File: src/hdl/call_test_pkg.sv
// Purpose: shared constants for the call release and test character block
// Assumes: 100 MHz core clock
// Notes: long counts are defaults for top-level parameters
package call_test_pkg;
	localparam int unsigned CLK_HZ         = 100_000_000;
	localparam int unsigned CLK_PERIOD_NS  = 10;
	// on-hook timeout, in seconds
	localparam int unsigned ONHOOK_S       = 15;
	localparam longint unsigned ONHOOK_CYCLES_L =
		longint'(ONHOOK_S) * longint'(CLK_HZ);
	localparam logic [31:0] ONHOOK_CYCLES  = ONHOOK_CYCLES_L[31:0];
	// least stretched strobe pulse width, in ns (rounded up)
	localparam int unsigned TCA_MIN_NS     = 30_000;
	localparam logic [15:0] TCA_CYCLES     =
		16'((TCA_MIN_NS + CLK_PERIOD_NS - 1) / CLK_PERIOD_NS);
	// button noise filter interval, in us
	localparam int unsigned FILTER_US      = 10;
	localparam logic [31:0] FILTER_CYCLES  =
		32'(FILTER_US * (CLK_HZ / 1_000_000));
	// test oscillator period, in us (one character time)
	localparam int unsigned TEST_OSC_US    = 8_000;
	localparam logic [31:0] TEST_OSC_CYCLES =
		32'(TEST_OSC_US * (CLK_HZ / 1_000_000));
	localparam int unsigned DATA_W         = 8;
	localparam int unsigned STRAP_W        = 7;
	localparam int unsigned FIFO_DEPTH     = 16;
	// fifo word: source flag above the character
	localparam int unsigned WORD_W         = DATA_W + 1;
	localparam int unsigned SRC_BIT        = DATA_W;
	localparam logic [31:0] CNT_ZERO       = 32'h0000_0000;
	localparam logic [15:0] PULSE_ZERO     = 16'h0000;
	typedef enum logic [0:0] {
		HANG_IDLE,
		HANG_EXPIRED
	} hang_state_type;
endpackage

File: src/hdl/call_test_ctrl.sv
// Purpose: call release timer and test character generator for printer
// Assumes: inputs synchronous to core_clk; power-on reset via rst_n
// Notes: one fifo of 16 characters feeds the printer strobe;
//        words carry a source flag so stale ones can be dropped;
//        a line character held at test start is lost, as if blinded;
//        timer and filter spans are parameters, shortened in the bench
`timescale 1ns/100ps

module char_fifo #(
	parameter int unsigned WIDTH = 9,
	parameter int unsigned DEPTH = 16
) (
	input  wire logic             core_clk,
	input  wire logic             rst_n,
	input  wire logic             in_valid,
	output logic                  in_ready,
	input  wire logic [WIDTH-1:0] in_data,
	output logic                  out_valid,
	input  wire logic             out_ready,
	output logic      [WIDTH-1:0] out_data
);
	localparam int unsigned AW = $clog2(DEPTH);

	// pointers wrap on their own since depth is a power of two
	function automatic logic [AW-1:0] bump(input logic [AW-1:0] p);
		return p + 1'b1;
	endfunction

	typedef struct packed {
		logic [AW-1:0] wr_ptr;
		logic [AW-1:0] rd_ptr;
		logic [AW:0]   count;
	} fifo_state_type;

	fifo_state_type   s_q;
	fifo_state_type   s_d;
	logic [WIDTH-1:0] mem [DEPTH];
	logic             push;
	logic             pop;
	logic             full;
	logic             empty;

	// full and empty come straight from the count, never from pointers
	assign full      = (s_q.count == (AW+1)'(DEPTH));
	assign empty     = (s_q.count == '0);
	assign in_ready  = !full;
	assign out_valid = !empty;
	assign out_data  = mem[s_q.rd_ptr];
	assign push      = in_valid && in_ready;
	assign pop       = out_valid && out_ready;

	always_comb
	begin
		s_d = s_q;
		if (push)
			s_d.wr_ptr = bump(s_q.wr_ptr);
		if (pop)
			s_d.rd_ptr = bump(s_q.rd_ptr);
		if (push && !pop)
			s_d.count = s_q.count + 1'b1;
		else if (pop && !push)
			s_d.count = s_q.count - 1'b1;
	end

	always_ff @(posedge core_clk)
	begin
		if (!rst_n)
			s_q <= '0;
		else
			s_q <= s_d;
	end

	// storage needs no reset; count guards every read
	always_ff @(posedge core_clk)
	begin
		if (push)
			mem[s_q.wr_ptr] <= in_data;
	end
endmodule

module call_test_ctrl #(
	parameter logic [31:0] ONHOOK_CNT = call_test_pkg::ONHOOK_CYCLES,
	parameter logic [31:0] FILTER_CNT = call_test_pkg::FILTER_CYCLES,
	parameter logic [31:0] OSC_CNT    = call_test_pkg::TEST_OSC_CYCLES
) (
	input  wire logic       core_clk,
	input  wire logic       rst_n,
	input  wire logic       carrier_detect,
	input  wire logic       call_connected_input,
	output logic            data_terminal_ready,
	input  wire logic       test_button,
	input  wire logic [6:0] test_straps,
	input  wire logic       line_valid,
	output logic            line_ready,
	input  wire logic [7:0] line_data,
	input  wire logic       printer_ready,
	output logic            char_avail,
	output logic      [7:0] data_out,
	output logic            test_receive_message,
	output logic            ca_stop,
	output logic            blind
);
	// all control state lives in one record, registered once below
	typedef struct packed {
		call_test_pkg::hang_state_type hang;
		logic [31:0]                   hang_cnt;
		logic                          test_active;
		logic [31:0]                   filt_cnt;
		logic [31:0]                   osc_cnt;
		logic                          tick_pend;
		logic [15:0]                   pulse_cnt;
		logic [7:0]                    data;
		logic                          strobe_test;
	} ctrl_state_type;

	ctrl_state_type s_q;
	ctrl_state_type s_d;

	logic                                 fifo_in_valid;
	logic                                 fifo_in_ready;
	logic [call_test_pkg::WORD_W-1:0]     fifo_in_data;
	logic                                 fifo_out_valid;
	logic                                 fifo_out_ready;
	logic [call_test_pkg::WORD_W-1:0]     fifo_out_data;
	logic                                 osc_tick;
	logic                                 test_push;
	logic                                 out_is_test;
	logic                                 strobe_start;
	logic                                 last_test;

	function automatic logic [31:0] count_up(input logic [31:0] c);
		return c + 32'h0000_0001;
	endfunction

	// a span counter sits on its final cycle
	function automatic logic at_last(input logic [31:0] c,
		input logic [31:0] lim);
		return c == lim - 32'h0000_0001;
	endfunction

	// a fifo word may reach the printer only in its own mode
	function automatic logic src_match(input logic is_test,
		input logic active);
		return is_test == active;
	endfunction

	char_fifo #(
		.WIDTH (call_test_pkg::WORD_W),
		.DEPTH (call_test_pkg::FIFO_DEPTH)
	) u_fifo (
		.core_clk  (core_clk),
		.rst_n     (rst_n),
		.in_valid  (fifo_in_valid),
		.in_ready  (fifo_in_ready),
		.in_data   (fifo_in_data),
		.out_valid (fifo_out_valid),
		.out_ready (fifo_out_ready),
		.out_data  (fifo_out_data)
	);

	assign osc_tick    = at_last(s_q.osc_cnt, OSC_CNT);
	// a held tick waits for fifo room rather than being lost
	assign test_push   = s_q.test_active && (osc_tick || s_q.tick_pend);
	assign out_is_test = fifo_out_data[call_test_pkg::SRC_BIT];
	assign strobe_start = fifo_out_ready && fifo_out_valid
		&& src_match(out_is_test, s_q.test_active);
	// the test flop lets go as the final test strobe ends
	assign last_test   = s_q.test_active && s_q.strobe_test
		&& (s_q.pulse_cnt == 16'h0001);

	always_comb
	begin
		line_ready   = fifo_in_ready && !s_q.test_active;
		fifo_in_valid = test_push || (line_valid && line_ready);
		if (test_push)
			fifo_in_data = {1'b1, 1'b0, test_straps};
		else
			fifo_in_data = {1'b0, line_data};
	end

	// drain: a word of the other mode is dropped without a strobe;
	// a queued line word left waiting would wedge test words behind it
	always_comb
	begin
		fifo_out_ready = 1'b0;
		if (fifo_out_valid && s_q.pulse_cnt == call_test_pkg::PULSE_ZERO)
		begin
			if (out_is_test && !s_q.test_active)
				fifo_out_ready = 1'b1;
			else if (!src_match(out_is_test, s_q.test_active))
				fifo_out_ready = 1'b1;
			else
				fifo_out_ready = printer_ready;
		end
	end

	always_comb
	begin
		s_d = s_q;

		// call release
		// carrier back or call gone restarts the span from zero
		case (s_q.hang)
			call_test_pkg::HANG_IDLE:
			begin
				if (call_connected_input && !carrier_detect)
				begin
					s_d.hang_cnt = count_up(s_q.hang_cnt);
					if (at_last(s_q.hang_cnt, ONHOOK_CNT))
						s_d.hang = call_test_pkg::HANG_EXPIRED;
				end
				else
					s_d.hang_cnt = call_test_pkg::CNT_ZERO;
			end
			call_test_pkg::HANG_EXPIRED:
			begin
				// data set answers a dropped terminal ready by hanging up
				if (!call_connected_input)
				begin
					s_d.hang     = call_test_pkg::HANG_IDLE;
					s_d.hang_cnt = call_test_pkg::CNT_ZERO;
				end
			end
			default:
			begin
				s_d.hang     = call_test_pkg::HANG_IDLE;
				s_d.hang_cnt = call_test_pkg::CNT_ZERO;
			end
		endcase

		// button filter: any release restarts the interval
		if (!test_button)
			s_d.filt_cnt = call_test_pkg::CNT_ZERO;
		else if (s_q.filt_cnt != FILTER_CNT)
			s_d.filt_cnt = count_up(s_q.filt_cnt);

		// free-running oscillator
		if (osc_tick)
			s_d.osc_cnt = call_test_pkg::CNT_ZERO;
		else
			s_d.osc_cnt = count_up(s_q.osc_cnt);

		// a tick met by a full fifo is kept, set winning over the clear
		if (s_q.test_active && osc_tick && !fifo_in_ready)
			s_d.tick_pend = 1'b1;
		else if (fifo_in_ready || !s_q.test_active)
			s_d.tick_pend = 1'b0;

		// test flop: a filtered press sets it; once released, the end
		// of the next test strobe clears it and gates the straps off
		if (test_button && s_q.filt_cnt == FILTER_CNT)
			s_d.test_active = 1'b1;
		else if (!test_button && last_test)
		begin
			s_d.test_active = 1'b0;
			s_d.data        = 8'h00;
		end

		// strobe stretch and output data
		if (s_q.pulse_cnt != call_test_pkg::PULSE_ZERO)
			s_d.pulse_cnt = s_q.pulse_cnt - 16'h0001;
		if (strobe_start)
		begin
			s_d.pulse_cnt = call_test_pkg::TCA_CYCLES;
			s_d.data      = fifo_out_data[7:0];
			s_d.strobe_test = out_is_test;
		end
	end

	always_ff @(posedge core_clk)
	begin
		// hang state resets to idle, so terminal ready is up at once
		if (!rst_n)
		begin
			s_q      <= '0;
			s_q.hang <= call_test_pkg::HANG_IDLE;
		end
		else
			s_q <= s_d;
	end

	// every output below comes from registers only: plain copies, or compares for ready and strobe
	assign data_terminal_ready  = (s_q.hang == call_test_pkg::HANG_IDLE);
	assign char_avail           = (s_q.pulse_cnt != call_test_pkg::PULSE_ZERO);
	assign data_out             = s_q.data;
	assign test_receive_message = s_q.test_active;
	assign ca_stop              = s_q.test_active;
	assign blind                = s_q.test_active;
endmodule

File: config.mk
export PLATFORM = sky130hd
export DESIGN_NAME = call_test_ctrl
export DESIGN_NICKNAME = d
export VERILOG_FILES = /design/src/hdl/call_test_pkg.sv /design/src/hdl/call_test_ctrl.sv
export SDC_FILE = /design/constraint.sdc
export NUM_CORES = 1
export LEC_CHECK = 0
export BUFFER_PORTS_ARGS = -buffer_cell sky130_fd_sc_hd__buf_2
export CAP_MARGIN = 20
export CELL_PAD_IN_SITES_DETAIL_PLACEMENT = 1
export CELL_PAD_IN_SITES_GLOBAL_PLACEMENT = 1
export CORE_ASPECT_RATIO = 2
export CORE_UTILIZATION = 30
export CTS_CLUSTER_SIZE = 10
export DETAILED_ROUTE_END_ITERATION = 8
export PLACE_DENSITY_LB_ADDON = 0.08
export SLEW_MARGIN = 20
export SYNTH_ARGS = -nofsm -noshare
export SYNTH_HDL_FRONTEND = slang
export SYNTH_HIERARCHICAL = 1
export SYNTH_SLANG_ARGS = --single-unit
File: constraint.sdc
create_clock -name core_clk -period 8.13 [get_ports core_clk]
set_input_delay 0.4065 -clock core_clk [delete_from_list [all_inputs] [get_ports core_clk]]
set_output_delay 0.4065 -clock core_clk [all_outputs]
set_load 0.02 [all_outputs]
; ---- Word-level counts from Yosys, hierarchy flattened
; Memory sizes are Yosys's and may differ from the RTL's. A register that Yosys moved wholly into a read port is not among the register bits.
; Cells that the tools add are included.
; Widths: inputs -> output; s select.
[op_classes]
add_sub_neg = 8
n_eq_ne = 9
n_mux = 23
bitwise = 2
reduce_logical = 39
[ops]
columns = operator, n
row1 = $add 32x1->32 const B, 3
row2 = $pmux 33 s2, 1
row3 = $mux 33, 1
row4 = $eq 32x10->1 const B, 1
row5 = $eq 32x20->1 const B, 1
row6 = $eq 32x31->1 const B, 1
row7 = $mux 32, 1
row8 = $ne 32x10->1 const B, 1
row9 = $mux 21, 1
row10 = $logic_and 1x1->1, 17
row11 = $eq 16x1->1 const B, 1
row12 = $logic_not 16->1, 1
row13 = $mux 8, 2
row14 = $reduce_bool 16->1, 1
row15 = $sub 16x1->16 const B, 1
row16 = $mux 12, 1
row17 = $mux 1, 11
row18 = $mux 5, 2
row19 = $reduce_bool 2->1, 5
row20 = $mux 9, 1
row21 = $add 4x1->4 const B, 2
row22 = $mux 4, 2
row23 = $logic_not 1->1, 7
row24 = $add 5x1->5 const B, 1
row25 = 9 further kinds, 15
[word_totals]
regBits = 137
ramBits = 144
input_bits = 22
out_inout_bits = 14
mem_count = 1
[memory_table]
columns = memory, words, word_bits, read_ports, rd_ports_with_merged_regs, write_ports, line
row1 = u_fifo.mem, 16, 9, 1, 1, 1, call_test_ctrl.sv:37  ; logic [WIDTH-1:0] mem [DEPTH];

; ---- Depth between registers and ports, before layout
; Gate-level depths: netlist of run 1.
[depth]
word_depth = 10
mapped_depth = 16
mapped_depth_nobuf = 14

; ---- Hierarchy
; Netlist of run 1, hierarchy kept.
[modules_own_cells]
columns = module, n_inst, cells_each, area_each_um2
row1 = char_fifo, 1, 331, 6353.6
row2 = call_test_ctrl, 1, 739, 6064.6

; ---- Worst setup path before layout of run 1
; Ideal clock, no wire load.
[synth_path]
path_kind = register to register
from = register with a tool-made name
to = register u_fifo/s_q[3] (netlist name)
setup_time_ns = 0.062
t_arrival_ns = 3.473
required_ns = 8.068
path_slack_ns = 4.594
stages_incl_launch_ff = 14
synth_period_minus_slack_ns = 3.536
cell_sequence = dfxtp_1 buf_4 buf_2 mux4_2 a22oi_1 nand2_1 ha_1 a21oi_1 o21ai_4 ha_1 inv_1 ha_1 or4b_2 nand3_1
[synth_lines]
columns = item, line
row1 = to (signal assigned), call_test_ctrl.sv:68  ; s_q <= '0;
row2 = to (signal assigned), call_test_ctrl.sv:70  ; s_q <= s_d;
row3 = to (decl), call_test_ctrl.sv:35  ; fifo_state_type s_q;

==> results of run 1 <==
-- cell type report --
class	count	area share
Clock buffer	54	0.0678
Clock inverter	5	0.00443
Inverter	21	0.00558
Multi-Input combinational cell	706	0.348
Tap cell	535	0.0474
Timing Repair Buffer	50	0.0204
Sequential cell	285	0.506
-- worst max-delay path, cell delays in order, from the launching register on --
cell and delay [ns]:
dfxtp_2 0.62, buf_4 0.54, mux4_2 0.56, a22oi_1 0.23, nand2_1 0.14, ha_1 0.33, a21oi_1 0.28, o21ai_4 0.14
ha_1 0.21, inv_1 0.16, ha_1 0.18, a21o_2 0.08, a21oi_1 0.07, or4b_2 0.62, nand3_1 0.08
-- synthesized netlist by cell type, drive strengths merged (8+ instances only) --
cell type	number	area (um2)
ha	16	200
o21ai	32	175
a22oi	19	143
a22o	8	70.1
dfxtp	141	2820
a31oi	14	87.6
and4	9	78.8
a21oi	38	190
nand4	46	294
clkbuf	35	134
and3	9	56.3
buf	23	143
or4	10	78.8
nor2	112	423
xnor2	35	307
edfxtp	144	4320
nand3	44	225
or3	19	120
nor3	33	165
inv	21	78.8
nand2	80	300
nor4	25	156
xor2	37	324
and2	12	75.1
mux4	36	811
-- state kept, by name, summed over array words and instances, names as in the netlist, named ones only --
signal      flops
blind           1
data_out        8
s_q           115
u_fifo/mem    144
u_fifo/s_q     13
-- worst paths after layout --
path | to
hold reg to reg | s_q[26]
setup / recovery | u_fifo/s_q[3]
hold / removal | blind
setup reg to reg | u_fifo/s_q[3]
-- metrics by stage --
step,power (W),util,hold slack [ns],std cells,setup slack (ns)
after floorplan,0.00211,-,0.418,1070,4.59
after detailed placement,0.00228,0.321,0.437,1597,3.71
after global routing,0.00385,0.346,0.218,1656,3.36
after CTS,0.00374,0.346,0.176,1656,3.69
after global placement,0.00227,0.321,0.433,1597,3.76
final,0.00366,0.346,0.196,1656,3.79
-- kinds of logic (layout without fill, tap and decap cells) --
logic type | count (synthesis) | in the layout | synth area share
mux | 50 | 50 | 0.0773
compound gates | 135 | 135 | 0.0709
xor+xnor | 72 | 72 | 0.0508
fa+ha+maj | 17 | 17 | 0.0177
flops | 285 | 285 | 0.576
simple gates | 432 | 432 | 0.179
buf+inv | 79 | 130 | 0.0286
-- metal layers --
metal,global-route usage,vias to the layer above,part of all wire
met3,0.0215,57,0.023
li1,-,4030,-
met1,0.156,4195,0.35
met2,0.350,97,0.59
met4,0.0629,0,0.031
met5,0,-,0
-- power groups by stage --
stage               logic [W]  registers (W)  clock network, W
floorplan            0.000450        0.00166                 0
finish               0.000574        0.00166           0.00143
global placement     0.000584        0.00169                 0
CTS                  0.000591        0.00166           0.00149
detailed placement   0.000589        0.00169                 0
global route         0.000638        0.00167           0.00154
==> metrics, run 1 <==
Final Skew=0.0141 ns; Initial Util=0.304; die footprint=42,300 um2; Worst-Margin Slew=1.09 ns; post-CTS sizing=0; Hold Crit Class=in -> reg; Worst Reg-to-Reg Cells=14; ANT cells=0; routed wire length=33,700 um; sequential area share after synthesis=0.576; maxcap violations=0; register share of total power=0.452; CTS Buffer Depth=3; first-pass GRT wire length=53,400 um; post-DP HPWL=23,900 um; distinct cell type count after synthesis=68; largest net degree at the start of global routing=37; syn_area_per_cell=11.6 um2; status=completed; internal cell power=0.00266 W; area of the multi-input gates=4920 um2; share of power burned in the clock network=0.391; Ys Warns=6; post-route design area=14,100 um2; FMAX=230 MHz; power density cells=259 nW/um2; FFs w/ async S/R, synth=0; largest fanout on the critical path=24; io pins=36; Net Count, Synth=1,109; DRT iter0 DRCs=287; cts bufs inserted=35; GPL Wtd Cong=0.742; Crit Path Category=reg -> reg; TritonCTS clock tree=yes; cell area after synthesis=12,400 um2; Slew Limit Fails=0; Post-Syn Instances=1,070; endpoints failing hold=0; Fill cells=4,452; FF+latch area=7150 um2; Clock Latency Late Sink=0.53 ns; root buffer selected by CTS=clkbuf_16; die width=146 um; CTS Sinks=285; switching share of power=0.274; Tcrit/Tclk final=0.534; EDFF count, synth=144; commonest non-fill, non-tap cell in the layout=edfxtp_1; antenna violations before repair=0; critical path endpoint category=flip-flop; Worst Path Arrival=4.81 ns; peak supply drop=0.000131 V; Final setup violation count=0; Setup crit start kind=flip-flop; Total Routing Usage GR=0.165; WL/cell=20.3 um; vias=8,379; Hold Path Depth=3; hold_sp=test_button; drt first pass iters=4; detailed-route DRC error count=0; Chip Height=290 um; CP required=8.60 ns; layout cells sized above 1=0.140; most frequent cells in the layout=edfxtp_1, dfxtp_1, nor2_1, nand2_1, nand4_1; CTS Hold Bufs=0; unrepaired setup endpoints after global routing=false; Nets=1,138; # rows=105; Area growth syn-to-layout=13.8%; Worst slew margin=0.265; reg-to-reg slack, setup=3.79 ns; antenna-violating nets left=0; port bufs=35; clock slew seen by the registers of the worst setup and hold paths=0.06 ns; Cell Area, Placed=13,100 um2; CORE AREA=40,900 um2; Comb pwr share=0.157; Post-synth top flop=edfxtp_1; number of post-CTS setup repair buffers=0; Leakage=4.60 nW; switching power total=0.00100 W; Setup TNS=0 ns; Synth Register Bits=285; total global routing overflow=0; routed vias/inst=5.06; post-layout min period=4.34 ns; number of global-route vias before repair=9,338; H-tree depth=2
Note: power is estimated with default switching activity, not from simulation.
==> inputs of run 2 (changes only) <==
--- a/config.mk
+++ b/config.mk
@@ -5,6 +5,7 @@
 export SDC_FILE = /design/constraint.sdc
 export NUM_CORES = 1
 export LEC_CHECK = 0
+export ABC_AREA = 1
 export BUFFER_PORTS_ARGS = -buffer_cell sky130_fd_sc_hd__buf_2
 export CAP_MARGIN = 20
 export CELL_PAD_IN_SITES_DETAIL_PLACEMENT = 1
==> constraint.sdc (replaced) <==
create_clock -name core_clk -period 4.35 [get_ports core_clk]
set_input_delay 0.2175 -clock core_clk [delete_from_list [all_inputs] [get_ports core_clk]]
set_output_delay 0.2175 -clock core_clk [all_outputs]
set_load 0.02 [all_outputs]
==> metrics, run 2 <==
detailed-route DRC error count=0; die width=157 um; TritonCTS clock tree=yes; Setup WS pre-CTS=0.659 ns; Yosys top cell area share=0.300; Adder-Cell Fraction of Synth Area=0.0153; slowest stage cell on the critical path=dfxtp_2; unrepaired setup endpoints after global routing=false; Fill cells=5,829; CTS Buffer Depth=3; Crit Path Category=reg -> reg; Net Count, Synth=1,889; syn_area_per_cell=7.78 um2; Synth area leaders=edfxtp_1, dfxtp_1, nand2_1, nand3_1, inv_1; Largest regs=u_fifo/mem (144), s_q (115), u_fifo/s_q (13); Setup crit start kind=flip-flop; CTS Sinks=285; distinct cell type count after synthesis=50; WHS=0.102 ns; setup ws final=0.692 ns; crit-path cells=buf_4 > nand2_1 > nand3_1 > nand3_1 > nand3_1 > nand2_1 > ha_1 > nand3_1 > nand2_1 > nor2_1 > nand2_4 > ha_1 > inv_1 > ha_1 > or2_2 > nand3_1 > nand2_1 > o21ai_0 > inv_1; status=completed; number of post-CTS setup repair buffers=0; Synth Register Bits=285; Clock Latency Late Sink=0.53 ns; H-tree depth=2; number of global-route vias before repair=13,028; Final setup violation count=0; Tcrit/Tclk final=0.841; CP max stage delay=0.39 ns; maxcap violations=0; complex-gate fraction of the synthesized area=0.0565; routed wire length=48,900 um; Area growth syn-to-layout=11.5%; port bufs=35; DRT iter0 DRCs=388; vias=11,955; layout cells sized above 1=0.0767; max reg flops=144; root buffer selected by CTS=clkbuf_16; post-CTS sizing=0; die footprint=48,900 um2; GPL Wtd Cong=0.880; Reg with most FFs=u_fifo/mem; # rows=113; clock slew seen by the registers of the worst setup and hold paths=0.06 ns; power density cells=472 nW/um2; most common library cells after synthesis=nand2_1, inv_1, nor2_1, nand3_1, edfxtp_1; largest net degree at the start of global routing=73; commonest non-fill, non-tap cell in the layout=nand2_1; drt first pass iters=4; Leakage=6.18 nW; endpoints failing hold=0; Most common cell on crit path=nand3_1; post-layout min period=3.66 ns; most frequent cells in the layout=nand2_1, inv_1, nor2_1, nand3_1, edfxtp_1; post-DP HPWL=37,000 um; routed vias/inst=4.71; io pins=36; first-pass GRT wire length=75,500 um; sequential area share after synthesis=0.497; FFs w/ async S/R, synth=0; CORE AREA=47,400 um2; leading area contributor after synthesis=edfxtp_1; total global routing overflow=0; Total Routing Usage GR=0.209; Final Skew=0.0155 ns; post-synthesis mux area share=0; cell area after synthesis=14,400 um2; EDFF count, synth=144; most common cell in the netlist=nand2_1; CTS Hold Bufs=0; Post-Synth Simple-Gate Area=0.324; Slew Limit Fails=0; Worst Path Arrival=4.08 ns; peak supply drop=0.000224 V; Post-Synth XOR/XNOR Area=0.0128; main combinational cell family by area after synthesis=simple AND/OR/NAND/NOR gates; Setup TNS=0 ns; Hold Crit Class=in -> reg; Initial Util=0.304; Worst-Margin Slew=1.05 ns; largest fanout on the critical path=36; Worst slew margin=0.298; WL/cell=19.3 um; antenna violations before repair=9; critical path endpoint category=flip-flop; Post-synth top flop=edfxtp_1; Ys Warns=6; antenna-violating nets left=0; CP required=4.78 ns; Nets=1,919; Post-Syn Instances=1,850; FMAX=273 MHz; cts bufs inserted=35; Chip Height=312 um
[run 2: worst max-delay path, delay by kind of cell (launching register included)]
family,cells,cell delay [ns]
AOI/OAI and AO/OA,1,0.14
adders and majority gates,3,0.83
buffers and inverters,3,0.58
DFF,1,0.39
and+or+nand+nor,12,1.59
[run 2: where the power goes]
part	internal [W]	switching, W
Sequential	0.00298	0.000115
Combinational	0.000508	0.00128
Clock	0.00153	0.00117
[run 2: kinds of logic (layout without fill, tap and decap cells)]
family | after synthesis | in the layout
AOI/OAI and AO/OA | 149 | 149
xor gates and xnor gates | 21 | 21
adders and majority gates | 17 | 17
buffers and inverters | 308 | 361
DFF | 285 | 285
other | 0 | 4
and+or+nand+nor | 1070 | 1070
[run 2: per-stage QoR]
step           cell area, um2  power [W]  cells  utilization
2_1_floorplan           14400    0.00442   1850            -
3_3_place_gp            15000    0.00496   2475        0.318
3_5_place_dp            15000    0.00498   2475        0.318
4_1_cts                 16000    0.00774   2535        0.339
5_1_grt                 16000    0.00800   2537        0.339
6_report                16100    0.00758   2539        0.339
[run 2: worst paths after layout]
check	start	end	slack, ns	cells after the start
setup / recovery	flip-flop	u_fifo/s_q[4]	0.69	19
hold / removal	carrier_detect	s_q[95]	0.10	4
setup reg to reg	flip-flop	u_fifo/s_q[4]	0.69	19
hold reg to reg	s_q[89]	s_q[89]	0.46	2
[run 2: layer usage]
metal  global-route usage  wire length [um]
met3               0.0328              1350
met4                0.110              2630
met1                0.186             16400
met2                0.428             28400
met5                    0                68
[run 2: cell type report]
cell class | instances | area [um2] | share of cell area
tap | 632 | 791 | 0.0493
antenna | 4 | 10.0 | 0.000623
multi-input combinational | 1257 | 5880 | 0.366
clock inverter | 3 | 21.3 | 0.00132
sequential | 285 | 7150 | 0.445
timing repair buffer | 47 | 265 | 0.0165
clock buffer | 57 | 978 | 0.0609
inverter | 254 | 963 | 0.0600
==> inputs of run 3 (changes only) <==
--- a/config.mk
+++ b/config.mk
@@ -5,7 +5,7 @@
 export SDC_FILE = /design/constraint.sdc
 export NUM_CORES = 1
 export LEC_CHECK = 0
-export ABC_AREA = 1
+export ABC_AREA = 0
 export BUFFER_PORTS_ARGS = -buffer_cell sky130_fd_sc_hd__buf_2
 export CAP_MARGIN = 20
 export CELL_PAD_IN_SITES_DETAIL_PLACEMENT = 1
==> constraint.sdc (replaced) <==
create_clock -name core_clk -period 3.6 [get_ports core_clk]
set_input_delay 0.18 -clock core_clk [delete_from_list [all_inputs] [get_ports core_clk]]
set_output_delay 0.18 -clock core_clk [all_outputs]
set_load 0.02 [all_outputs]
==> metrics, run 3 (same netlist as run 1, synthesis figures left out) <==
status=completed; clock slew seen by the registers of the worst setup and hold paths=0.06 ns; WHS=0.102 ns; antenna-violating nets left=0; Hold Crit Class=in -> reg; commonest non-fill, non-tap cell in the layout=edfxtp_1; Finished Layout Cells=1,688; Tcrit/Tclk final=0.936; Crit Path Category=reg -> reg; Final Skew=0.0204 ns; endpoints failing hold=0; power density cells=586 nW/um2; antenna violations before repair=0; io pins=36; number of post-CTS setup repair buffers=0; port bufs=35; unrepaired setup endpoints after global routing=false; post-layout min period=3.37 ns; WL/cell=20.1 um; GPL Wtd Cong=0.737; Final setup violation count=0; FMAX=297 MHz; layout cells sized above 1=0.166; DRT iter0 DRCs=213; Final Util=0.354; routed vias/inst=5.08; Total Routing Usage GR=0.165; largest fanout on the critical path=6; drt first pass iters=4; Chip Height=290 um; max reg flops=144; Largest regs=u_fifo/mem (144), s_q (115), u_fifo/s_q (13); Reg with most FFs=u_fifo/mem; ANT cells=0; cts bufs inserted=35; H-tree depth=2; most frequent cells in the layout=edfxtp_1, dfxtp_1, nor2_1, nand2_1, nand4_1; total global routing overflow=0; root buffer selected by CTS=clkbuf_16; Nets=1,168; Fill cells=4,413; peak supply drop=0.000287 V; Setup crit start kind=flip-flop; critical path endpoint category=flip-flop; Leakage=4.79 nW; CTS Sinks=285; Worst-Margin Slew=0.931 ns; placed cells=1,625; vias=8,580; Initial Util=0.304; # rows=105; Worst Path Arrival=3.86 ns; CP required=4.09 ns; routed wire length=33,900 um; TritonCTS clock tree=yes; detailed-route DRC error count=0; Slew Limit Fails=0; maxcap violations=0; CTS Buffer Depth=3; number of global-route vias before repair=9,370; die footprint=42,300 um2; die width=146 um; Worst slew margin=0.377; Clock Latency Late Sink=0.55 ns; Area growth syn-to-layout=16.4%; CORE AREA=40,900 um2; largest net degree at the start of global routing=33; first-pass GRT wire length=53,600 um; post-DP HPWL=24,300 um
## run 3: changes by cell type in the layout (fill, tap and decap cells not counted), moves of 19 or more
cell     change
nor2_1     -100
nor2_2      -19
xnor2_1     +27
nand2_1    -461
a21oi_1     -48
mux4_2      +36
nand4_1     +23
nand3_1    -150
xor2_1      +24
inv_1      -224
buf_4       +31
nor4_1      +24
## run 3: worst max-delay path, stage by stage (launching register included)
cell	delay, ns
dfxtp_1	0.37
or4b_2	0.69
nor4_4	0.34
o21ai_1	0.12
nand2_1	0.15
a21boi_2	0.21
ha_1	0.21
inv_2	0.08
ha_1	0.27
a21o_2	0.12
a21oi_1	0.07
or4b_2	0.60
nand3_1	0.08
## run 3: per-layer routing
| metal | routed length (um) | vias to the layer above | track usage |
|---|---|---|---|
| met3 | 737 | 49 | 0.0201 |
| met2 | 19900 | 100 | 0.344 |
| met4 | 1090 | 0 | 0.0663 |
| met5 | 0 | - | 0 |
| li1 | - | 4097 | - |
| met1 | 12200 | 4334 | 0.160 |
## run 3: final timing paths
kind | start | endpoint | cells after the start | slack, ns
worst max-delay path | s_q[41] | u_fifo/s_q[3] | 12 | 0.23
worst min-delay path | rst_n | s_q[106] | 3 | 0.10
worst max register to register | s_q[41] | u_fifo/s_q[3] | 12 | 0.23
worst min register to register | s_q[26] | s_q[26] | 1 | 0.45
## run 3: where the power goes
| group | total [W] | switching (W) | internal (W) |
|---|---|---|---|
| Combinational | 0.00135 | 0.000737 | 0.000615 |
| Clock | 0.00340 | 0.00143 | 0.00196 |
| Sequential | 0.00372 | 0.000136 | 0.00359 |
## run 3: metrics by stage
stage / cell area (um2) / setup TNS [ns] / power, W / worst slack [ns]
after floorplan: 12400 / 0 / 0.00476 / 0.0644
after global placement: 13300 / -0.00351 / 0.00517 / -0.00351
after detailed placement: 13300 / -0.0183 / 0.00518 / -0.0183
after CTS: 14400 / 0 / 0.00865 / 0.0475
after global routing: 14500 / 0 / 0.00891 / 0.0442
final: 14500 / 0 / 0.00847 / 0.230
## run 3: timing repair
item	4_1_cts	5_1_grt
pin swaps	0	1
cloned	0	0
hold buffers	2	0
resized for setup	1	5
endpoints found under the setup margin	2	2
endpoints found under the hold margin	3	0
## run 3: cell type report
class | count | area, um2 | share of cell area
clock buffer | 58 | 1020 | 0.0707
clock inverter | 3 | 80.1 | 0.00554
inverter | 21 | 78.8 | 0.00545
multi-input combinational | 706 | 4940 | 0.341
sequential | 285 | 7150 | 0.495
tap | 535 | 669 | 0.0463
timing repair buffer | 80 | 518 | 0.0358
